File: src/include/ulsf_pkg.sv
`default_nettype none

package ulsf_pkg;

	// =========================================================
	// register map (byte addresses)
	localparam int          ULSF_ADDR_W    = 4;
	localparam logic [3:0]  ULSF_OFF_DATA  = 4'h0;
	localparam logic [3:0]  ULSF_OFF_STAT  = 4'h4;
	localparam logic [3:0]  ULSF_OFF_CTRL  = 4'h8;
	localparam logic [3:0]  ULSF_OFF_LEVEL = 4'hc;

	// =========================================================
	// control register fields
	localparam int          ULSF_CTL_FIFO_EN  = 0;
	localparam int          ULSF_CTL_THRI_EN  = 1;
	localparam int          ULSF_CTL_PAR_EN   = 2;
	localparam int          ULSF_CTL_PAR_EVEN = 3;
	localparam int          ULSF_CTL_WLEN_LO  = 4;
	localparam int          ULSF_CTL_W        = 6;
	localparam logic [5:0]  ULSF_CTRL_RESET   = 6'h00;

	// =========================================================
	// line status fields
	localparam int          ULSF_STAT_DR   = 0;
	localparam int          ULSF_STAT_OE   = 1;
	localparam int          ULSF_STAT_PE   = 2;
	localparam int          ULSF_STAT_FE   = 3;
	localparam int          ULSF_STAT_BI   = 4;
	localparam int          ULSF_STAT_THRE = 5;
	localparam int          ULSF_STAT_TEMT = 6;

	// =========================================================
	// per-character error tags, same order as line status bits 2..4
	localparam int          ULSF_TAG_PE    = 0;
	localparam int          ULSF_TAG_FE    = 1;
	localparam int          ULSF_TAG_BI    = 2;
	localparam logic [2:0]  ULSF_TAGS_NONE = 3'h0;

	// =========================================================
	// fifo geometry
	localparam int          ULSF_PTR_W     = 4;
	localparam int          ULSF_DEPTH     = 16;
	localparam logic [4:0]  ULSF_LIM_FIFO  = 5'h10;
	localparam logic [4:0]  ULSF_LIM_HOLD  = 5'h01;

	// =========================================================
	// bus responses
	localparam logic [1:0]  ULSF_RESP_OKAY = 2'h0;
	localparam logic [1:0]  ULSF_RESP_SLV  = 2'h2;

endpackage

`default_nettype wire

File: src/include/ulsf_chk_if.sv
`timescale 1ns/1ps
`default_nettype none

// raw receiver frame in, classified character out
interface ulsf_chk_if;
	logic       done;
	logic [7:0] data;
	logic       par_bit;
	logic       stop_bit;
	logic       par_en;
	logic       par_even;
	logic [1:0] wlen;
	logic       chk_valid;
	logic [7:0] chk_data;
	logic [2:0] chk_tags;

	modport chk_side (
		input  done, data, par_bit, stop_bit, par_en, par_even, wlen,
		output chk_valid, chk_data, chk_tags
	);
	modport core_side (
		output done, data, par_bit, stop_bit, par_en, par_even, wlen,
		input  chk_valid, chk_data, chk_tags
	);
endinterface

`default_nettype wire

File: src/core/ulsf_core.sv
// Decided for this implementation: the register offsets and the AXI4-Lite slave port.
`timescale 1ns/1ps
`default_nettype none

module ulsf_core
	import ulsf_pkg::*;
(
	// clock and reset
	input  wire logic                   aclk,
	input  wire logic                   aresetn,
	// axi4-lite write channels
	input  wire logic                   awvalid,
	output var  logic                   awready,
	input  wire logic [ULSF_ADDR_W-1:0] awaddr,
	input  wire logic                   wvalid,
	output var  logic                   wready,
	input  wire logic [31:0]            wdata,
	input  wire logic [3:0]             wstrb,
	output var  logic                   bvalid,
	input  wire logic                   bready,
	output var  logic [1:0]             bresp,
	// axi4-lite read channels
	input  wire logic                   arvalid,
	output var  logic                   arready,
	input  wire logic [ULSF_ADDR_W-1:0] araddr,
	output var  logic                   rvalid,
	input  wire logic                   rready,
	output var  logic [31:0]            rdata,
	output var  logic [1:0]             rresp,
	// receiver frame
	input  wire logic                   rx_done,
	input  wire logic [7:0]             rx_data,
	input  wire logic                   rx_par_bit,
	input  wire logic                   rx_stop_bit,
	input  wire logic                   rx_line,
	// transmitter shifter
	input  wire logic                   tx_take,
	input  wire logic                   tx_shift_busy,
	output var  logic                   tx_avail,
	output var  logic [7:0]             tx_data,
	// interrupt
	output var  logic                   irq
);

	// =========================================================
	// address decode
	function automatic logic ulsf_hit(input logic [3:0] a, input logic [3:0] off);
		ulsf_hit = (a == off);
	endfunction

	function automatic logic ulsf_mapped(input logic [3:0] a);
		ulsf_mapped = ulsf_hit(a, ULSF_OFF_DATA) | ulsf_hit(a, ULSF_OFF_STAT)
		            | ulsf_hit(a, ULSF_OFF_CTRL) | ulsf_hit(a, ULSF_OFF_LEVEL);
	endfunction

	// =========================================================
	// state
	logic                awready_reg;
	logic                wready_reg;
	logic                bvalid_reg;
	logic [1:0]          bresp_reg;
	logic                arready_reg;
	logic                rvalid_reg;
	logic [31:0]         rdata_reg;
	logic [1:0]          rresp_reg;
	logic [3:0]          aw_addr_reg;
	logic [7:0]          w_data_reg;
	logic                w_lane0_reg;
	logic [ULSF_CTL_W-1:0] ctrl_reg;
	logic [7:0]          tx_mem [ULSF_DEPTH];
	logic [ULSF_PTR_W-1:0] tx_rd_reg;
	logic [ULSF_PTR_W-1:0] tx_wr_reg;
	logic [4:0]          tx_cnt_reg;
	logic                tx_avail_reg;
	logic [7:0]          tx_data_reg;
	logic                thre_reg;
	logic                temt_reg;
	logic                irq_reg;
	logic [10:0]         rx_mem [ULSF_DEPTH];
	logic [ULSF_PTR_W-1:0] rx_rd_reg;
	logic [ULSF_PTR_W-1:0] rx_wr_reg;
	logic [4:0]          rx_cnt_reg;
	logic [2:0]          err_reg;
	logic                ovr_reg;
	logic                brk_hold_reg;

	// =========================================================
	// character checker
	ulsf_chk_if chk_bus ();

	assign chk_bus.done     = rx_done;
	assign chk_bus.data     = rx_data;
	assign chk_bus.par_bit  = rx_par_bit;
	assign chk_bus.stop_bit = rx_stop_bit;
	assign chk_bus.par_en   = ctrl_reg[ULSF_CTL_PAR_EN];
	assign chk_bus.par_even = ctrl_reg[ULSF_CTL_PAR_EVEN];
	assign chk_bus.wlen     = ctrl_reg[ULSF_CTL_WLEN_LO +: 2];

	ulsf_rx_check u_check (
		.aclk    (aclk),
		.aresetn (aresetn),
		.chk     (chk_bus.chk_side)
	);

	// =========================================================
	// bus handshakes
	wire logic       wr_exec  = ~awready_reg & ~wready_reg & ~bvalid_reg;
	wire logic       wr_map   = ulsf_mapped(aw_addr_reg);
	wire logic       wr_data  = wr_exec & ulsf_hit(aw_addr_reg, ULSF_OFF_DATA) & w_lane0_reg;
	wire logic       wr_ctrl  = wr_exec & ulsf_hit(aw_addr_reg, ULSF_OFF_CTRL) & w_lane0_reg;
	wire logic       b_done   = bvalid_reg & bready;
	wire logic       rd_exec  = arvalid & arready_reg;
	wire logic       r_done   = rvalid_reg & rready;
	wire logic       rd_data  = rd_exec & ulsf_hit(araddr, ULSF_OFF_DATA);
	wire logic       rd_stat  = rd_exec & ulsf_hit(araddr, ULSF_OFF_STAT);

	// a mode change empties both fifos, as the old contents mean nothing
	wire logic       fifo_en  = ctrl_reg[ULSF_CTL_FIFO_EN];
	wire logic       flush    = wr_ctrl & (w_data_reg[ULSF_CTL_FIFO_EN] != fifo_en);
	wire logic [4:0] limit    = fifo_en ? ULSF_LIM_FIFO : ULSF_LIM_HOLD;

	// =========================================================
	// transmit side: holding register is a fifo of depth one
	wire logic       tx_push  = wr_data & (tx_cnt_reg < limit);
	wire logic       tx_pop   = tx_take & (tx_cnt_reg != 5'h00);
	wire logic [4:0] tx_cnt_n = flush ? 5'h00
	                          : 5'(tx_cnt_reg + {4'h0, tx_push} - {4'h0, tx_pop});
	wire logic [ULSF_PTR_W-1:0] tx_rd_n = flush ? '0
	                          : ULSF_PTR_W'(tx_rd_reg + {3'h0, tx_pop});
	wire logic [ULSF_PTR_W-1:0] tx_wr_n = flush ? '0
	                          : ULSF_PTR_W'(tx_wr_reg + {3'h0, tx_push});
	// bypass when the written byte is the new head
	wire logic [7:0] tx_head_n = (tx_push & (tx_rd_n == tx_wr_reg)) ? w_data_reg
	                           : tx_mem[tx_rd_n];
	wire logic       thre_n   = (tx_cnt_n == 5'h00);
	// a take in flight counts as busy until the shifter reports it
	wire logic       temt_n   = thre_n & ~tx_shift_busy & ~tx_take;

	// =========================================================
	// receive side
	wire logic       is_brk   = chk_bus.chk_tags[ULSF_TAG_BI];
	wire logic       rx_new   = chk_bus.chk_valid & ~(is_brk & brk_hold_reg);
	wire logic       rx_full  = (rx_cnt_reg >= limit);
	wire logic       rx_push  = rx_new & ~rx_full & ~flush;
	wire logic       rx_ovr   = rx_new & rx_full;
	wire logic       rx_pop   = rd_data & (rx_cnt_reg != 5'h00);
	wire logic [4:0] rx_cnt_n = flush ? 5'h00
	                          : 5'(rx_cnt_reg + {4'h0, rx_push} - {4'h0, rx_pop});
	wire logic [ULSF_PTR_W-1:0] rx_rd_n = flush ? '0
	                          : ULSF_PTR_W'(rx_rd_reg + {3'h0, rx_pop});
	wire logic [ULSF_PTR_W-1:0] rx_wr_n = flush ? '0
	                          : ULSF_PTR_W'(rx_wr_reg + {3'h0, rx_push});
	wire logic [10:0] rx_in   = {chk_bus.chk_tags, chk_bus.chk_data};
	wire logic [10:0] rx_head = rx_mem[rx_rd_reg];

	// the flags follow whichever character has just become the head
	wire logic       head_in  = rx_push & ((rx_cnt_reg == 5'h00)
	                          | ((rx_cnt_reg == 5'h01) & rx_pop));
	wire logic       head_adv = rx_pop & (rx_cnt_reg > 5'h01);
	wire logic [2:0] head_tag = head_in  ? rx_in[10:8]
	                          : head_adv ? rx_mem[rx_rd_n][10:8]
	                          : ULSF_TAGS_NONE;
	// set wins over the read that clears
	wire logic [2:0] err_n    = (rd_stat ? ULSF_TAGS_NONE : err_reg) | head_tag;
	wire logic       ovr_n    = (ovr_reg & ~rd_stat) | rx_ovr;
	// hold off further break characters until the line goes idle again
	wire logic       brk_n    = (chk_bus.chk_valid & is_brk) | (brk_hold_reg & ~rx_line);

	// =========================================================
	// read data selection
	wire logic [7:0] stat_val = {1'b0, temt_reg, thre_reg, err_reg, ovr_reg,
	                             (rx_cnt_reg != 5'h00)};
	wire logic [31:0] rd_val  =
		ulsf_hit(araddr, ULSF_OFF_DATA)  ? {24'h0, rx_head[7:0]} :
		ulsf_hit(araddr, ULSF_OFF_STAT)  ? {24'h0, stat_val} :
		ulsf_hit(araddr, ULSF_OFF_CTRL)  ? {26'h0, ctrl_reg} :
		ulsf_hit(araddr, ULSF_OFF_LEVEL) ? {19'h0, rx_cnt_reg, 3'h0, tx_cnt_reg} :
		32'h0;

	// =========================================================
	// write address and data capture, either order
	always_ff @(posedge aclk)
	begin
		if (!aresetn)
		begin
			awready_reg <= 1'b1;
			wready_reg  <= 1'b1;
			aw_addr_reg <= 4'h0;
			w_data_reg  <= 8'h00;
			w_lane0_reg <= 1'b0;
		end
		else
		begin
			if (awvalid & awready_reg)
			begin
				awready_reg <= 1'b0;
				aw_addr_reg <= awaddr;
			end
			else if (b_done)
				awready_reg <= 1'b1;
			if (wvalid & wready_reg)
			begin
				wready_reg  <= 1'b0;
				w_data_reg  <= wdata[7:0];
				w_lane0_reg <= wstrb[0];
			end
			else if (b_done)
				wready_reg <= 1'b1;
		end
	end

	// write response, one cycle after both halves are held
	always_ff @(posedge aclk)
	begin
		if (!aresetn)
		begin
			bvalid_reg <= 1'b0;
			bresp_reg  <= ULSF_RESP_OKAY;
		end
		else if (wr_exec)
		begin
			bvalid_reg <= 1'b1;
			bresp_reg  <= wr_map ? ULSF_RESP_OKAY : ULSF_RESP_SLV;
		end
		else if (b_done)
			bvalid_reg <= 1'b0;
	end

	// read response, one cycle after the address is taken
	always_ff @(posedge aclk)
	begin
		if (!aresetn)
		begin
			arready_reg <= 1'b1;
			rvalid_reg  <= 1'b0;
			rdata_reg   <= 32'h0;
			rresp_reg   <= ULSF_RESP_OKAY;
		end
		else if (rd_exec)
		begin
			arready_reg <= 1'b0;
			rvalid_reg  <= 1'b1;
			rdata_reg   <= rd_val;
			rresp_reg   <= ulsf_mapped(araddr) ? ULSF_RESP_OKAY : ULSF_RESP_SLV;
		end
		else if (r_done)
		begin
			arready_reg <= 1'b1;
			rvalid_reg  <= 1'b0;
		end
	end

	// =========================================================
	// control register
	always_ff @(posedge aclk)
	begin
		if (!aresetn)
			ctrl_reg <= ULSF_CTRL_RESET;
		else if (wr_ctrl)
			ctrl_reg <= w_data_reg[ULSF_CTL_W-1:0];
	end

	// =========================================================
	// fifo storage, entries written by index
	genvar gi;
	generate
		for (gi = 0; gi < ULSF_DEPTH; gi++)
		begin : g_mem
			always_ff @(posedge aclk)
			begin
				if (tx_push & (tx_wr_reg == ULSF_PTR_W'(gi)))
					tx_mem[gi] <= w_data_reg;
				if (rx_push & (rx_wr_reg == ULSF_PTR_W'(gi)))
					rx_mem[gi] <= rx_in;
			end
		end
	endgenerate

	// =========================================================
	// transmit pointers and flags
	always_ff @(posedge aclk)
	begin
		if (!aresetn)
		begin
			tx_rd_reg    <= '0;
			tx_wr_reg    <= '0;
			tx_cnt_reg   <= 5'h00;
			tx_avail_reg <= 1'b0;
			tx_data_reg  <= 8'h00;
			thre_reg     <= 1'b1;
			temt_reg     <= 1'b1;
			irq_reg      <= 1'b0;
		end
		else
		begin
			tx_rd_reg    <= tx_rd_n;
			tx_wr_reg    <= tx_wr_n;
			tx_cnt_reg   <= tx_cnt_n;
			tx_avail_reg <= ~thre_n;
			tx_data_reg  <= tx_head_n;
			thre_reg     <= thre_n;
			temt_reg     <= temt_n;
			irq_reg      <= thre_n & ctrl_reg[ULSF_CTL_THRI_EN];
		end
	end

	// =========================================================
	// receive pointers and flags
	always_ff @(posedge aclk)
	begin
		if (!aresetn)
		begin
			rx_rd_reg    <= '0;
			rx_wr_reg    <= '0;
			rx_cnt_reg   <= 5'h00;
			err_reg      <= ULSF_TAGS_NONE;
			ovr_reg      <= 1'b0;
			brk_hold_reg <= 1'b0;
		end
		else
		begin
			rx_rd_reg    <= rx_rd_n;
			rx_wr_reg    <= rx_wr_n;
			rx_cnt_reg   <= rx_cnt_n;
			err_reg      <= err_n;
			ovr_reg      <= ovr_n;
			brk_hold_reg <= brk_n;
		end
	end

	// =========================================================
	// outputs, all from flops
	assign awready  = awready_reg;
	assign wready   = wready_reg;
	assign bvalid   = bvalid_reg;
	assign bresp    = bresp_reg;
	assign arready  = arready_reg;
	assign rvalid   = rvalid_reg;
	assign rdata    = rdata_reg;
	assign rresp    = rresp_reg;
	assign tx_avail = tx_avail_reg;
	assign tx_data  = tx_data_reg;
	assign irq      = irq_reg;

endmodule

`default_nettype wire

File: src/core/ulsf_rx_check.sv
`timescale 1ns/1ps
`default_nettype none

module ulsf_rx_check
	import ulsf_pkg::*;
(
	// clock and reset
	input wire logic          aclk,
	input wire logic          aresetn,
	// frame in, tags out
	ulsf_chk_if.chk_side      chk
);

	// =========================================================
	// word length mask, 5 to 8 bits
	function automatic logic [7:0] ulsf_mask(input logic [1:0] wl);
		ulsf_mask = 8'hff >> (2'h3 - wl);
	endfunction

	wire logic [7:0] data_m   = chk.data & ulsf_mask(chk.wlen);
	wire logic       par_odd  = ^data_m ^ chk.par_bit;
	// even setting wants an even count of ones, odd wants odd
	wire logic       pe_hit   = chk.par_en & (par_odd ^ ~chk.par_even);
	wire logic       fe_hit   = ~chk.stop_bit;
	// line low through data, parity and stop: a whole frame of zeros
	wire logic       bi_hit   = (data_m == 8'h00) & ~chk.stop_bit
	                          & (~chk.par_en | ~chk.par_bit);

	// =========================================================
	// one-cycle registered classification
	always_ff @(posedge aclk)
	begin
		if (!aresetn)
		begin
			chk.chk_valid <= 1'b0;
			chk.chk_data  <= 8'h00;
			chk.chk_tags  <= ULSF_TAGS_NONE;
		end
		else
		begin
			chk.chk_valid <= chk.done;
			chk.chk_data  <= data_m;
			chk.chk_tags  <= {bi_hit, fe_hit, pe_hit & ~bi_hit};
		end
	end

endmodule

`default_nettype wire

File: config.mk
export PLATFORM = sky130hd
export DESIGN_NAME = ulsf_core
export DESIGN_NICKNAME = d
export VERILOG_FILES = /design/src/include/ulsf_pkg.sv /design/src/include/ulsf_chk_if.sv /design/src/core/ulsf_core.sv /design/src/core/ulsf_rx_check.sv
export SDC_FILE = /design/constraint.sdc
export NUM_CORES = 1
export LEC_CHECK = 0
export BUFFER_PORTS_ARGS = -buffer_cell sky130_fd_sc_hd__buf_2
export CORE_MARGIN = 1
export CORE_UTILIZATION = 60
export CTS_CLUSTER_SIZE = 10
export DETAILED_ROUTE_END_ITERATION = 7
export GPL_ROUTABILITY_DRIVEN = 0
export MAX_ROUTING_LAYER = met4
export PLACE_DENSITY = 0.79
export SETUP_SLACK_MARGIN = 0.3
export SLEW_MARGIN = 10
export SYNTH_ARGS = -nofsm -noshare
export SYNTH_HDL_FRONTEND = slang
export SYNTH_SLANG_ARGS = --single-unit
File: constraint.sdc
create_clock -name aclk -period 4.75 [get_ports aclk]
set_input_delay 0.95 -clock aclk [delete_from_list [all_inputs] [get_ports aclk]]
set_output_delay 0.95 -clock aclk [all_outputs]
set_load 0.05 [all_outputs]
==> metrics.md, run 1 <==
| Metric | Value |
|---|---|
| First-pass GRT wire length | 58.1 mm |
| Mean routed wirelength per cell | 23.9 um |
| Asr flop ratio synth | 0% |
| Final wirelength | 38.3 mm |
| Comb pwr share | 20.6% |
| Synth warnings | 0 |
| Footprint of the multi-input gates | 5030 um^2 |
| Max-cap violations | 0 |
| CP endpoint kind | register |
| Slowest-stage cell, CP | or4_1 |
| Top cells by area, synth | edfxtp_1 (55%), dfxtp_1 (11%), mux4_2 (6.7%) |
| Mapped Cells | 1141 |
| Seq pwr share | 44.1% |
| Min Tclk post-route | 3.94 ns |
| Placed Area | 17200 um^2 |
| I/O pin total | 116 |
| Hold Path Class | register to register |
| P&R area growth vs syn | 12.7% |
| CTS root buffer | clkbuf_16 |
| Netlist Area Pre-Place | 16500 um^2 |
| Worst reg2reg path depth | 14 |
| CTS Buffer Depth | 3 |
| Fin util | 68.8% |
| Hold WS | 0.455 ns |
| Clk sinks | 398 |
| HPWL after detailed placement | 23.8 mm |
| Share of layout cells above drive strength 1 | 19.3% |
| CP cell instances | inv_1 > ha_1 > inv_1 > a31oi_1 > or4_1 > ha_1 > inv_1 > ha_1 > fa_1 > a21oi_1 > o21bai_1 > xnor2_1 > a41oi_1 > o31ai_1 |
| Top cell type's share of synthesized area | 55.4% |
| Fin. Hold Viols | 0 |
| P_sw | 2.59 mW |
| Leak | 6.53 nW |
| Most used DFF post-synth | edfxtp_1 |
| Remaining DRCs | 0 |
| Row count | 60 |
| Crit-path max cell delay | 0.79 ns |
| Least-Margin Pin Slew | 1.22 ns |
| H-tree Lvls | 2 |
| Total clock buffers created by CTS | 46 |
| Sw frac | 28.8% |
| Synth Register Bits | 398 |
| Synthesized area per cell | 14.4 um^2 |
| 1st-iter DRT viols | 1222 |
| Global Route Usage Sum | 28.5% |
| Via Count | 10.2k |
| Startpoint types | register |
| Fin area | 18600 um^2 |
| Worst hold stages | 2 |
| Clock insertion delay at the later pin of the skew report | 0.55 ns |
| Relative slew slack | 17.3% |
| Top post-synthesis cells by count | edfxtp_1 (304), dfxtp_1 (94), nor2_1 (87), nand2_1 (85), a21oi_1 (58) |
| Fin. max-slew vios | 0 |
| Fill count | 1756 |
| F_max | 254 MHz |
| Req. time, crit path | 5.14 ns |
| Crit Path Max Fanout | 15 |
| Cell Int Power | 6.42 mW |
| CP Class | register to register |
| Initial antenna violation count | 0 |
| Die height | 168 um |
| Final period util | 83.0% |
| Peak VDD IR | 0.000333 V |
| Status | completed |
| N_diodes | 0 |
| Core region area | 27000 um^2 |
| Total power | 9.01 mW |
| Hold Buf Count CTS | 0 |
| Gr ovfl total | 0 |
| Port-buffer cells | 67 |
| Die width | 168 um |
| Setup Viol. Count Final | 0 |
| Starting Density | 61.1% |
| Post-synth top area cell | edfxtp_1 |
| Drt pass-1 iters | 5 |
| Setup TNS | 0 ns |
| Vias in the first global route | 10.1k |
| Max reg flops | 176 |
| CTS tree | done |
| Count leader, synth | edfxtp_1 |
| Worst-path clk slew | 0.06 ns |
| PwrDens | 486 nW/um^2 |
| Die area | 28100 um^2 |
| Final Skew | 0.0311 ns |
| Nets | 1330 |
| Register area | 11000 um^2 |
| EDFF count, synth | 304 |
| Worst path arrival time | 4.33 ns |
| Post-synthesis sequential area ratio | 66.9% |
| Clk pwr share | 35.3% |
| ANT nets after route | 0 |
| CTS resizes | 0 |
| Largest net degree at the start of global routing | 46 |
| Drt via density | 6.37 |
| Post-CTS Setup Inserts | 0 |
| Post-synthesis cell type count | 68 |
| RSZ-0062 raised after global routing | no |
## stage by stage
| step | cells | worst slack, ns |
|---|---|---|
| 2_1_floorplan | 1161 | 0.825 |
| 3_3_place_gp | 1525 | 0.563 |
| 3_5_place_dp | 1525 | 0.528 |
| 4_1_cts | 1607 | 0.857 |
| 5_1_grt | 1607 | 0.644 |
| 6_report | 1607 | 0.808 |
## layout make-up
class	instances	area share [%]
timing repair buffer	105	3.35
inverter	31	0.627
clock inverter	4	0.405
sequential	398	59.4
clock buffer	78	6.85
multi-input combinational	650	27.1
tap	341	2.30
## metal layers
metal,part of all wire (%),wire length (um),track usage [%],vias up
li1,-,-,-,4501
met1,39,15100,36.4,5060
met2,48,18400,44.7,566
met3,9.4,3590,6.48,105
met4,3.2,1220,10.9,0
met5,0,0,-,-
## final timing paths
kind	slack [ns]	to	startpoint
min	0.46	rdata[5]	rdata[5]
min reg2reg	0.46	rdata[5]	rdata[5]
max reg2reg	0.81	temt_reg	ctrl_reg[0]
max	0.81	temt_reg	ctrl_reg[0]
## cell families after synthesis
family	Yosys count	share of synthesized area [%]
compound gates	195	8.15
fa+ha+maj	33	2.60
mux	92	9.48
other cells	1	0.0228
simple gates	285	8.37
flops	398	66.9
buf+inv	113	3.21
xor+xnor	24	1.28
## critical path: cells and delay by family (launching register included)
kind / cells / cell delay, ns
AOI/OAI and AO/OA: 5 / 0.81
xor gates and xnor gates: 1 / 0.15
adders and majority gates: 4 / 1.36
buffers and inverters: 3 / 0.23
DFF: 1 / 0.45
and+or+nand+nor: 1 / 0.79
## power by group through the flow
| stage | registers, mW | logic (mW) | clock network, mW |
|---|---|---|---|
| after global placement | 4.03 | 1.77 | 0 |
| after detailed placement | 4.04 | 1.81 | 0 |
| after global routing | 3.99 | 1.98 | 3.34 |
| final | 3.98 | 1.85 | 3.19 |
| after CTS | 3.97 | 1.83 | 3.21 |
| after floorplan | 4.15 | 1.23 | 0 |
## cells in the final DEF, fill, tap and decap left out, drive strengths merged, types with 7 or more instances in the layout
master | Yosys | layout
o31ai | 8 | 8
nand3 | 23 | 23
buf | 36 | 105
nand2 | 85 | 85
ha | 31 | 31
a2111oi | 12 | 12
inv | 31 | 32
nor2b | 12 | 12
nor2 | 87 | 87
and3 | 16 | 16
mux2i | 21 | 21
edfxtp | 304 | 304
a22oi | 12 | 12
dfxtp | 94 | 94
xor2 | 10 | 10
a211oi | 14 | 14
mux2 | 22 | 22
conb | 1 | 21
xnor2 | 14 | 14
mux4 | 49 | 49
o211ai | 7 | 7
a21oi | 58 | 58
o21ai | 26 | 26
clkbuf | 46 | 78
nand2b | 10 | 10
nor3 | 18 | 18
(Power assumes the default switching activity.)
==> run 2, diff against run 1 <==
--- a/config.mk
+++ b/config.mk
@@ -7,12 +7,12 @@
 export LEC_CHECK = 0
 export BUFFER_PORTS_ARGS = -buffer_cell sky130_fd_sc_hd__buf_2
 export CORE_MARGIN = 1
-export CORE_UTILIZATION = 60
+export CORE_UTILIZATION = 54
 export CTS_CLUSTER_SIZE = 10
 export DETAILED_ROUTE_END_ITERATION = 7
 export GPL_ROUTABILITY_DRIVEN = 0
 export MAX_ROUTING_LAYER = met4
-export PLACE_DENSITY = 0.79
+export PLACE_DENSITY = 0.75
 export SETUP_SLACK_MARGIN = 0.3
 export SLEW_MARGIN = 10
 export SYNTH_ARGS = -nofsm -noshare
==> constraint.sdc (replaced) <==
create_clock -name aclk -period 3.4 [get_ports aclk]
set_input_delay 0.68 -clock aclk [delete_from_list [all_inputs] [get_ports aclk]]
set_output_delay 0.68 -clock aclk [all_outputs]
set_load 0.05 [all_outputs]
==> metrics.md, run 2 (same netlist as run 1, synthesis figures left out) <==
| Metric | Value |
|---|---|
| Status | completed |
| Mean routed wirelength per cell | 22.4 um |
| ANT nets after route | 0 |
| CTS tree | done |
| First-pass GRT wire length | 57.9 mm |
| Worst hold stages | 2 |
| Worst path arrival time | 3.52 ns |
| Setup TNS | 0 ns |
| Final period util | 91.3% |
| Die height | 177 um |
| HPWL after detailed placement | 24.6 mm |
| 1st-iter DRT viols | 949 |
| Initial antenna violation count | 0 |
| Worst R2R Start | tx_cnt_reg[1] |
| Total clock buffers created by CTS | 46 |
| Finished Layout Cells | 1730 |
| Min Tclk post-route | 3.10 ns |
| Commonest non-fill, non-tap cell in the layout | edfxtp_1 |
| Hold Buf Count CTS | 0 |
| Worst reg2reg path depth | 11 |
| H-tree Lvls | 2 |
| Max reg flops | 176 |
| Min setup slack post-route | 0.297 ns |
| Crit Path Max Fanout | 4 |
| Fill count | 2047 |
| Peak VDD IR | 0.000454 V |
| Nets | 1407 |
| Starting Density | 55.3% |
| Max-cap violations | 0 |
| R2r setup slk | 0.30 ns |
| Clock insertion delay at the later pin of the skew report | 0.54 ns |
| Dpl ws | 0.0318 ns |
| Die area | 31200 um^2 |
| Leak | 6.99 nW |
| CP endpoint kind | register |
| Least-Margin Pin Slew | 1.09 ns |
| P&R area growth vs syn | 19.2% |
| Worst-path clk slew | 0.06 ns |
| Total power | 13.2 mW |
| Most frequent cells in the layout | edfxtp_1 (304), buf_4 (103), nand2_1 (85), nor2_1 (84), dfxtp_1 (82) |
| N_diodes | 0 |
| Gr ovfl total | 0 |
| Vias in the first global route | 10.3k |
| Core region area | 29800 um^2 |
| Global Route Usage Sum | 25.6% |
| Worst Hold Path EP | temt_reg |
| Fin. Hold Viols | 0 |
| Via Count | 10.3k |
| Register area | 11000 um^2 |
| Row count | 63 |
| Final wirelength | 38.7 mm |
| Clk sinks | 398 |
| Dpl cells | 1622 |
| Reg2Reg Capture Point | tx_data[4] |
| Hold_sp | tx_shift_busy |
| Share of layout cells above drive strength 1 | 28.5% |
| Relative slew slack | 27.4% |
| Footprint of the multi-input gates | 5350 um^2 |
| Setup Viol. Count Final | 0 |
| Drt pass-1 iters | 5 |
| Hold Path Class | input pin to register |
| PwrDens | 674 nW/um^2 |
| Drt via density | 5.98 |
| Remaining DRCs | 0 |
| Port-buffer cells | 67 |
| CTS root buffer | clkbuf_16 |
| Final Skew | 0.0158 ns |
| Largest net degree at the start of global routing | 36 |
| CP Class | register to register |
| CTS Buffer Depth | 3 |
| I/O pin total | 116 |
| Startpoint types | register |
| RSZ-0062 raised after global routing | yes |
| Die width | 177 um |
| Fin. max-slew vios | 0 |
| Req. time, crit path | 3.82 ns |
| F_max | 322 MHz |
## run 2: report_power, final
group | internal, mW | switching [mW]
combinational | 1.45 | 1.84
sequential | 5.40 | 0.169
clock | 2.54 | 1.83
## run 2: worst max-delay path by stage
stage                       endpoint  slack [ns]      startpoint
final                     tx_data[4]        0.30   tx_cnt_reg[1]
after global placement    err_reg[1]        0.07       araddr[3]
after floorplan           err_reg[1]       -0.02       araddr[3]
after detailed placement  err_reg[1]        0.03       araddr[3]
after CTS                 tx_data[4]        0.26   tx_cnt_reg[3]
after global routing             irq        0.12  aw_addr_reg[1]
## run 2: cell type report
cell class	count	area share, %
multi-input combinational	650	27.3
sequential	398	56.3
tap	390	2.49
timing repair buffer	182	6.66
inverter	31	0.606
clock buffer	75	6.47
clock inverter	4	0.236
## run 2: metal layers
metal	wire, um	vias up	track usage (%)	part of all wire [%]
li1	-	4663	-	-
met1	15600	5124	33.1	40
met2	18800	444	41.0	48
met3	2730	111	3.74	7.0
met4	1620	0	10.5	4.2
met5	0	-	-	0
## run 2: stage by stage
step                hold slack (ns)  instance area [um^2]  util (%)
floorplan                     0.417                 16700         -
global placement              0.438                 17800      59.7
detailed placement            0.442                 17800      59.7
CTS                           0.314                 19200      64.6
global route                  0.322                 19600      65.9
finish                        0.328                 19600      65.9
## run 2: worst max-delay path, stage by stage (launching register included)
cell and delay [ns]:
dfxtp_4 0.35, buf_4 0.15, o41a_1 0.47, ha_4 0.31, clkbuf_4 0.19, mux2_2 0.37
a2111oi_2 0.38, buf_4 0.17, a2111oi_0 0.06, buf_4 0.17, a31oi_1 0.23, a21oi_1 0.12
## run 2: what timing repair did
item / 4_1_cts / 5_1_grt
gates cloned: 0 / 2
resized for setup: 21 / 45
buffers inserted: 8 / 19
setup endpoints to repair: 14 / 31
pin swaps: 12 / 19
